## src/rtl/input_filter_edge_counter_map.svh

```systemverilog
`ifndef INPUT_FILTER_EDGE_COUNTER_MAP_SVH
`define INPUT_FILTER_EDGE_COUNTER_MAP_SVH

// ============================================================
// Register numbers
`define REG_INPUT_STATE   8'h00
`define REG_EDGE_COUNT_1  8'h04
`define REG_EDGE_COUNT_2  8'h06
`define REG_EDGE_COUNT_3  8'h08
`define REG_EDGE_COUNT_4  8'h0A
`define REG_COUNT_CLEAR   8'h0C
`define REG_EDGE_SELECT   8'h0E
`define REG_FILTER_SET    8'h12

// ============================================================
// Field layout and limits
`define FALL_SEL_LSB      4
`define FILTER_OFF        8'h00
`define FILTER_MAX        8'hFA
`define FILTER_UNIT_US    100
`define SAMPLE_PERIOD_US  200
`define JITTER_MAX_US     50
`define CLK_FREQ_MHZ      10
`define SAMPLE_CYCLES     (`SAMPLE_PERIOD_US * `CLK_FREQ_MHZ)

`endif

```

## src/rtl/input_filter_edge_counter_pkg.sv

```systemverilog
package input_filter_edge_counter_pkg;

    // ============================================================
    // Cyclic snapshot delivered each network cycle
    typedef struct packed {
        logic [7:0]       input_state_byte;
        logic [3:0][15:0] edge_count;
    } cyclic_image_t;

    // ============================================================
    // Register access port
    typedef struct packed {
        logic       wr_en;
        logic       rd_en;
        logic [7:0] addr;
        logic [7:0] wdata;
    } reg_req_t;

    typedef struct packed {
        logic        rvalid;
        logic [15:0] rdata;
    } reg_rsp_t;

endpackage : input_filter_edge_counter_pkg

```

## src/rtl/input_filter_edge_counter.sv

```systemverilog
// What this block does
// - One filter setting register applies to all four input channels together.
// - Each filter setting unit means 100 microseconds of input delay.
// - Inputs are sampled once every 200 microseconds; with setting zero they pass to the state every clock.
// - Setting zero disables filtering; settings above 250 clamp to 250.
// - Pulses shorter than the configured delay never change the reported state.
// - Filtering runs free of the network in 200 us steps, jitter within 50 us.
// - Input state is captured at the network cycle strobe and delivered that cycle.
// - Channels one to four appear in bits 0 to 3 of the state byte.
// - Counter mode gives four counters, each rising, falling or both edges.
// - Each counter is an unsigned 16-bit count of selected events.
// - Clear byte bits 0 to 3 clear counters one to four; zero does nothing.
// - A counter clears only on a 0-to-1 transition of its clear bit.
// - A clear bit held high does not stop later counting.
// - Edge select bits 0-3 enable rising, bits 4-7 falling, per channel.
`timescale 1ns/10ps
`include "input_filter_edge_counter_map.svh"

module input_filter_edge_counter
    import input_filter_edge_counter_pkg::*;
#(
    parameter int CHANNELS = 4
)
(
    input  wire logic                mclk_i,
    input  wire logic                rst_i,
    input  wire logic [CHANNELS-1:0] din_i,
    input  wire logic                counter_mode_i,
    input  wire logic                net_cycle_i,
    input  wire reg_req_t            reg_req_i,
    output reg_rsp_t                 reg_rsp_o,
    output cyclic_image_t            cyclic_o
);

    // ============================================================
    // State
    localparam int SAMPLE_CYC = `SAMPLE_CYCLES;
    localparam int TICK_W     = $clog2(SAMPLE_CYC);

    typedef struct packed {
        logic [CHANNELS-1:0]       sync1;
        logic [CHANNELS-1:0]       sync2;
        logic [CHANNELS-1:0]       filt;
        logic [7:0]                filter_cfg;
        logic [7:0]                edge_cfg;
        logic [7:0]                clear_byte;
        logic [7:0]                clear_prev;
        logic [TICK_W-1:0]         tick_cnt;
        logic [CHANNELS-1:0][7:0]  deb_cnt;
        logic [CHANNELS-1:0][15:0] count;
        cyclic_image_t             image;
        reg_rsp_t                  rsp;
    } state_t;

    state_t state_q;
    state_t state_d;

    // ============================================================
    // Helpers
    function automatic logic [7:0] clamp_filter(input logic [7:0] v);
        if (v > `FILTER_MAX)
        begin
            clamp_filter = `FILTER_MAX;
        end
        else
        begin
            clamp_filter = v;
        end
    endfunction : clamp_filter

    // Consecutive samples needed so that a pulse must last the full delay
    function automatic logic [7:0] needed_samples(input logic [7:0] cfg);
        logic [8:0] half;
        half           = ({1'b0, cfg} + 9'h001) >> 1;
        needed_samples = half[7:0] + 8'h01;
    endfunction : needed_samples

    function automatic logic is_count_reg(input logic [7:0] a);
        is_count_reg = (a == `REG_EDGE_COUNT_1) || (a == `REG_EDGE_COUNT_2) ||
                       (a == `REG_EDGE_COUNT_3) || (a == `REG_EDGE_COUNT_4);
    endfunction : is_count_reg

    function automatic logic [1:0] count_index(input logic [7:0] a);
        logic [7:0] rel;
        rel         = a - `REG_EDGE_COUNT_1;
        count_index = rel[2:1];
    endfunction : count_index

    // Read multiplexer for the register port
    function automatic logic [15:0] read_value(
        input logic [7:0]                addr,
        input logic [CHANNELS-1:0]       filt,
        input logic [CHANNELS-1:0][15:0] count
    );
        read_value = 16'h0000;
        if (addr == `REG_INPUT_STATE)
        begin
            read_value = {{(16-CHANNELS){1'b0}}, filt};
        end
        else if (is_count_reg(addr))
        begin
            read_value = count[count_index(addr)];
        end
    endfunction : read_value

    // ============================================================
    // Next state
    logic                tick;
    logic [7:0]          thr;
    logic [CHANNELS-1:0] filt_next;
    logic [CHANNELS-1:0] rise;
    logic [CHANNELS-1:0] fall;
    logic [CHANNELS-1:0] event_hit;
    logic [CHANNELS-1:0] clear_hit;

    always_comb
    begin
        state_d = state_q;
        tick    = (state_q.tick_cnt == TICK_W'(SAMPLE_CYC - 1));
        thr     = needed_samples(state_q.filter_cfg);

        // ============================================================
        // Two-flop input synchroniser
        state_d.sync1 = din_i;
        state_d.sync2 = state_q.sync1;

        // ============================================================
        // Free-running sample timer, independent of the network
        if (tick)
        begin
            state_d.tick_cnt = '0;
        end
        else
        begin
            state_d.tick_cnt = state_q.tick_cnt + TICK_W'(1);
        end

        // ============================================================
        // Debounce filter, one setting for every channel
        filt_next = state_q.filt;
        for (int i = 0; i < CHANNELS; i++)
        begin
            if (state_q.filter_cfg == `FILTER_OFF)
            begin
                filt_next[i]        = state_q.sync2[i];
                state_d.deb_cnt[i]  = '0;
            end
            else if (tick)
            begin
                if (state_q.sync2[i] != state_q.filt[i])
                begin
                    if (state_q.deb_cnt[i] + 8'h01 >= thr)
                    begin
                        filt_next[i]       = state_q.sync2[i];
                        state_d.deb_cnt[i] = '0;
                    end
                    else
                    begin
                        state_d.deb_cnt[i] = state_q.deb_cnt[i] + 8'h01;
                    end
                end
                else
                begin
                    state_d.deb_cnt[i] = '0;
                end
            end
        end
        state_d.filt = filt_next;

        // ============================================================
        // Edge counters on the filtered state
        rise      = filt_next & ~state_q.filt;
        fall      = ~filt_next & state_q.filt;
        event_hit = (rise & state_q.edge_cfg[CHANNELS-1:0]) |
                    (fall & state_q.edge_cfg[`FALL_SEL_LSB +: CHANNELS]);
        clear_hit = state_q.clear_byte[CHANNELS-1:0] &
                    ~state_q.clear_prev[CHANNELS-1:0];
        state_d.clear_prev = state_q.clear_byte;
        for (int i = 0; i < CHANNELS; i++)
        begin
            if (clear_hit[i])
            begin
                state_d.count[i] = {15'h0000, event_hit[i] & counter_mode_i};
            end
            else if (event_hit[i] && counter_mode_i)
            begin
                state_d.count[i] = state_q.count[i] + 16'h0001;
            end
        end

        // ============================================================
        // Cyclic image captured at the network cycle strobe
        if (net_cycle_i)
        begin
            state_d.image.input_state_byte = {{(8-CHANNELS){1'b0}}, state_q.filt};
            state_d.image.edge_count       = state_q.count;
        end

        // ============================================================
        // Register writes
        if (reg_req_i.wr_en)
        begin
            unique case (reg_req_i.addr)
                `REG_FILTER_SET:
                begin
                    state_d.filter_cfg = clamp_filter(reg_req_i.wdata);
                end
                `REG_EDGE_SELECT:
                begin
                    state_d.edge_cfg = reg_req_i.wdata;
                end
                `REG_COUNT_CLEAR:
                begin
                    state_d.clear_byte = reg_req_i.wdata;
                end
                default:
                begin
                end
            endcase
        end

        // ============================================================
        // Register reads, answered one cycle later
        state_d.rsp.rvalid = reg_req_i.rd_en;
        if (reg_req_i.rd_en)
        begin
            state_d.rsp.rdata = read_value(reg_req_i.addr, state_q.filt, state_q.count);
        end
        else
        begin
            state_d.rsp.rdata = 16'h0000;
        end
    end

    // ============================================================
    // Registers
    always_ff @(posedge mclk_i)
    begin
        if (rst_i)
        begin
            state_q <= '0;
        end
        else
        begin
            state_q <= state_d;
        end
    end

    // ============================================================
    // Outputs
    assign reg_rsp_o = state_q.rsp;
    assign cyclic_o  = state_q.image;

endmodule : input_filter_edge_counter

```

## config.mk

```make
export PLATFORM = sky130hd
export DESIGN_NAME = input_filter_edge_counter
export DESIGN_NICKNAME = d
export VERILOG_FILES = /design/src/rtl/input_filter_edge_counter_pkg.sv /design/src/rtl/input_filter_edge_counter.sv
export VERILOG_INCLUDE_DIRS = /design/src /design/src/rtl
export SDC_FILE = /design/constraint.sdc
export NUM_CORES = 1
export LEC_CHECK = 0
export BUFFER_PORTS_ARGS = -buffer_cell sky130_fd_sc_hd__clkbuf_2
export CAP_MARGIN = 20
export CORE_UTILIZATION = 49
export CTS_CLUSTER_DIAMETER = 40
export DETAILED_ROUTE_END_ITERATION = 6
export PLACE_DENSITY = 0.68
export SLEW_MARGIN = 20
export SYNTH_ARGS = -nofsm -noshare
export SYNTH_HDL_FRONTEND = slang
export SYNTH_SLANG_ARGS = --single-unit
export TNS_END_PERCENT = 1
```

## constraint.sdc

```tcl
create_clock -name mclk_i -period 9.5 [get_ports mclk_i]
set_input_delay 0.475 -clock mclk_i [delete_from_list [all_inputs] [get_ports mclk_i]]
set_output_delay 0.475 -clock mclk_i [all_outputs]
set_load 0.01 [all_outputs]
```

* Word level (Yosys, flattened, before mapping) *
Index checks and enable logic that the tools add are counted.

word-level totals
  bits in registers = 228
  bits of input ports = 26
  output and inout bits = 89

operators by class
  $add $sub $neg = 12
  muxes and demuxes = 37
  bitwise operators = 15
  $lt $le $gt $ge = 6
  reductions and logical operators = 24
  equal/unequal tests = 12

operator list
  cell                                                   number
  2-to-1 mux 8 bit                                       9
  adder 16 x 1 -> 16 bit (second input constant)         4
  adder 8 x 1 -> 8 bit (second input constant)           5
  binary-select mux 16 bit (select 2 bit)                1
  equality test 8 x 4 -> 1 bit (second input constant)   4
  greater-or-equal comparator 8 bit                      4
  2-to-1 mux 1 bit                                       24
  AND 4 bit                                              5
  equality test 8 x 3 -> 1 bit (second input constant)   2
  zero test 8 bit                                        2
  2-to-1 mux 16 bit                                      1
  OR reduction 2 bit                                     7
  inverter 4 bit                                         3
  adder 11 x 1 -> 11 bit (second input constant)         1
  equality test 11 bit (second input constant)           1
  adder 8 x 1 -> 9 bit (second input constant)           1
  equality test 8 x 5 -> 1 bit (second input constant)   1
  greater-than comparator 8 bit (second input constant)  1
  2-to-1 mux 4 bit                                       2
  nonzero test 2 bit                                     4
  AND reduction 2 bit                                    3
  AND 1 bit                                              4
  logical AND 1 bit                                      4
  != test 1 bit                                          4
  other kinds (6)                                        9

* Logic depth before layout (Yosys ltp) *
  depth in word-level cells = 14
  gate-level depth with buffers = 19
  gate-level depth less buffers = 16

* Least setup slack after synthesis *
OpenSTA, ideal clock, no wires.

  path kind = reg2reg
  start = register state_q[221] in the netlist's numbering
  end = register state_q[151] in the netlist's numbering
  path buffers = 2
  path slack = 5.795 ns
  cell stages (with the launch flop) = 18
  arrival time = 3.634 ns
  data required time = 9.429 ns
  cells stage by stage = dfxtp_1 buf_2 inv_1 ha_1 ha_1 nand2_1 a211oi_2 nor2_1 xnor2_1 ha_1 a31o_2 a211oi_1 maj3_2 o31ai_4 nand4b_4 buf_6 or4_1 a21oi_1

between the ends
  longest elaborated chain between the ends = 12

ends and longest elaborated chain
  item                               RTL line                          RTL
  start: declaration                 input_filter_edge_counter.sv:55   state_t state_q;
  start signal: assignment           input_filter_edge_counter.sv:245  state_q <= state_d;
  adder 8 x 1 -> 9 bit               input_filter_edge_counter.sv:74   half = ({1'b0, cfg} + 9'h001) >> 1;
  adder 8 x 1 -> 8 bit               input_filter_edge_counter.sv:75   needed_samples = half[7:0] + 8'h01;
  greater-or-equal comparator 8 bit  input_filter_edge_counter.sv:152  if (state_q.deb_cnt[i] + 8'h01 >= thr)
  2-to-1 mux 1 bit                   input_filter_edge_counter.sv:152
  2-to-1 mux 1 bit                   input_filter_edge_counter.sv:150  if (state_q.sync2[i] != state_q.filt[i])
  2-to-1 mux 1 bit                   input_filter_edge_counter.sv:148  else if (tick)
  2-to-1 mux 1 bit (*)               input_filter_edge_counter.sv:143  if (state_q.filter_cfg == `FILTER_OFF)
  inverter 4 bit                     input_filter_edge_counter.sv:173  fall = ~filt_next & state_q.filt;
  AND 4 bit                          input_filter_edge_counter.sv:173
  AND 4 bit                          input_filter_edge_counter.sv:175  (fall & state_q.edge_cfg[`FALL_SEL_LSB +: CHANNELS]);
  bitwise OR 4 bit (*)               input_filter_edge_counter.sv:174  event_hit = (rise & state_q.edge_cfg[CHANNELS-1:0]) |
  logical AND 1 bit (*)              input_filter_edge_counter.sv:185  else if (event_hit[i] && counter_mode_i)

Mark *: on every way between the ends. The rest lies on a longest branch, timed or not.
A chain may end at the register's enable or synchronous reset.

* Worst setup path in the final report *
  start = register state_q[220] in the netlist's numbering
  end = register state_q[122] in the netlist's numbering

Same word-level chain as after synthesis.

==> reports/results.tsv <==
stage	metric	value	unit
floorplanning	Die X	157.8	um
placed_design	Final GP Congestion	0.8377	
placed_design	pre-CTS setup slack	4850	ps
drt	DR iter-0 viols	647	
sta	Layout Skew	33.17	ps
clock_network	CTS Root Cell	clkbuf_16	
setup_path	CP startpoint kind	flip-flop	
logic_synthesis	Syn Area/Cell	9.014	um2
sta	Final Max Tran Viols	0	
clock_network	Num CTS Buffers	35	
sta	Fmax achieved	219.8	MHz
layout	ratio of cells with drive above 1 in the final layout	16.28	%
setup_path	CP Capture Type	flip-flop	
layout	Final Non-Filler Cells	1664	
grt	GRT Overall Usage	23.15	%
drt	antenna viol nets, final	0	
sta	Worst Max-Slew Pin Slew	936.9	ps
grt	GR Overflow Total	0	
logic_synthesis	FF+latch count, synth	228	
grt	vias in the first global route	8498	
logic_synthesis	synthesized instance count	1319	
clock_network	Worst-Skew Late Latency	510	ps
logic_synthesis	fraction of registers with async set/reset	0	%
logic_synthesis	synth unique cells	77	
clock_network	H-tree depth	2	
layout	Final #Nets	1382	
floorplanning	core region area	23610	um2
floorplanning	Die Y	157.8	um
floorplanning	Die ar.	24890	um2
clock_network	clk buf depth	3	
run	Max Cap Violations	0	
clock_network	clk sinks	228	
logic_synthesis	Synth area leader	dfxtp_1	
drt	routed vias/inst	5.698	
min_path	Hold Crit Class	in2reg	
logic_synthesis	Seq/Total Area, Yosys	38.39	%
setup_path	CP max-delay cell	a41o_1	
setup_path	CP Max Fanout	26	
sta	final setup violation count	0	
status	outcome	finished clean	
floorplanning	Rows	56	
drt	Total Wirelength	28400	um
clock_network	Post-CTS Hold Fix Bufs	0	
pwr	PwrDens	178.5	nW/um2
drt	DRC	0	
setup_path	CP most frequent cell	ha_1	
pwr	Leak Pwr	5.403	nW
logic_synthesis	synthesized area	11890	um2
clock_network	Worst-path clk slew	60	ps
setup_path	Crit path largest cell delay	740	ps
pwr	Max VDD drop	0.0001131	V
sta	setup ws final	4951	ps
clock_network	CTS tree	built	
setup_path	CP cell instances	ha_1 -> xor2_1 -> ha_1 -> nand2_1 -> a211oi_2 -> nor2_1 -> xnor2_1 -> ha_1 -> a31oi_1 -> o21ai_0 -> maj3_2 -> nand3_1 -> a41o_1 -> mux2i_1 -> nor2_1	
layout	Area Growth Syn to Fin	10.73	%
sta	setup TNS	0	ps
logic_synthesis	Synth top area share	38.39	%
logic_synthesis	main area contributors after synthesis	dfxtp_1 38%, mux2i_1 7.5%, buf_4 5.9%, nor2_1 4.6%, nand2_1 3.8%	
layout	diodes inserted	0	
logic_synthesis	Post-synth EDFFs	0	
sta	final hold viol count	0	
floorplanning	Initial Utilization	50.35	%
grt	pin count of the biggest net entering global routing	82	
logic_synthesis	Post-synth top flop	dfxtp_1	
setup_path	WP data arrival	4930	ps
logic_synthesis	Synthesis Warnings	0	
drt	DR WL/cell	17.07	um
clock_network	post_cts resized	0	
sta	min cycle time layout	4550	ps
sta	fraction of the cycle the final worst path needs	47.89	%
placed_design	IO Port Bufs	110	
grt	first-pass GRT wire length	45260	um
floorplanning	I/O pin count	115	
sta	unrepaired setup endpoints after global routing	no	
setup_path	CP Data Required Time	9880	ps
setup_path	crit path kind	reg2reg	
grt	initial antenna violation count	0	
drt	first-pass iteration count of the detailed router	7	
placed_design	DP Cell Count	1601	
drt	routed vias	9482	
sta	Max transition margin	37.41	%
placed_design	post-DP HPWL	20080	um
clock_network	Post-CTS Setup Bufs	0	
==> power breakdown <==
part,total [W],switching [W],internal (W)
registers,0.000964,0.00000352,0.000961
logic,0.0000602,0.0000395,0.0000207
clock network,0.00133,0.000478,0.000848
==> synthesized netlist by cell type, drive strengths merged, types with 21 or more instances <==
cell type / number
mux2i: 89
ha: 36
dfxtp: 228
inv: 21
buf: 119
a21oi: 47
xnor2: 33
xor2: 26
nand3: 50
nand2: 121
o21ai: 25
nor2: 147
clkbuf: 34
and3: 42
nand2b: 40
==> sequential cells by signal (all words and copies together) (netlist names) <==
signal,flops
cyclic_o,68
state_q,135
reg_rsp_o,17
state_d,8
==> cells by family (layout without fill, tap and decap cells) <==
group / after synthesis / after routing / share of synthesized area [%]
multiplexers: 105 / 105 / 10.52
AO/OA/AOI/OAI: 196 / 196 / 11.88
buffers and inverters: 175 / 198 / 8.746
flip-flops: 228 / 228 / 38.39
AND/OR/NAND/NOR: 514 / 514 / 21.77
XOR/XNOR: 59 / 59 / 4.410
adder cells (fa/ha/maj): 41 / 41 / 4.241
other: 1 / 4 / 0.03154
==> final cells by class <==
| class | instances | area [um2] |
|---|---|---|
| clock inverters | 23 | 295.3 |
| fillers | 2134 | 10450 |
| flip-flops and latches | 228 | 4564 |
| inverters | 21 | 78.83 |
| well taps | 319 | 399.1 |
| multi-input cells | 919 | 6306 |
| clock buffers | 39 | 920.9 |
| repair buffers | 115 | 600.6 |
==> critical path: cells and delay by family (launching register included) <==
kind                     cells  cell delay, ps
adder cells (fa/ha/maj)      4            1380
AO/OA/AOI/OAI                4            1310
AND/OR/NAND/NOR              4             330
flip-flops                   1             500
XOR/XNOR                     2             620
multiplexers                 1             280
==> through the flow <==
stage                     utilization [%]  hold slack [ps]  instance area (um2)  power (W)
after floorplan                         -            413.8                11900   0.001029
after global routing                55.75            184.8                13170   0.002424
after global placement              50.54            423.5                11930   0.001044
after detailed placement            50.54            425.5                11930   0.001045
after CTS                           55.69            165.3                13150   0.002371
final                               55.75            178.1                13170   0.002350
==> placed cells by master, fill, tap and decap left out, types with 4 or more instances in the layout <==
master	count
a21o_1	7
a21oi_1	46
a22oi_1	9
a31oi_1	13
a41o_1	6
and2_1	6
and3_1	40
and4_1	4
buf_4	6
bufinv_16	5
clkbuf_16	35
clkbuf_2	108
clkinv_2	4
conb_1	4
dfxtp_1	228
ha_1	36
inv_1	21
inv_6	7
mux2i_1	89
mux4_2	16
nand2_1	121
nand2b_1	39
nand3_1	49
nand3b_1	13
nand4_1	18
nand4b_1	4
nor2_1	146
nor2b_1	17
nor3_1	14
nor4_1	4
o211ai_1	19
o21ai_0	24
o311ai_0	9
o31ai_1	17
o41ai_1	9
or3_1	5
or4_1	19
xnor2_1	33
xor2_1	25
==> final timing paths <==
kind                                   start           end  slack (ps)  cells past startpoint
worst max-delay path            state_q[220]  state_q[122]        4950                     15
worst min-delay path                din_i[3]  state_d[235]         180                      2
worst max register to register  state_q[220]  state_q[122]        4950                     15
worst min register to register  state_d[233]  state_q[233]         430                      1
==> routing by layer <==
layer / track usage [%] / share of wire, % / wire length [um] / up-vias
li1: - / - / - / 4617
met1: 30.34 / 44 / 12620 / 4497
met2: 38.10 / 47 / 13290 / 300
met3: 3.723 / 5.8 / 1655 / 68
met4: 8.738 / 2.9 / 826 / 0
met5: 0 / 0 / 0 / -
Power figures use the tool's default switching activity.
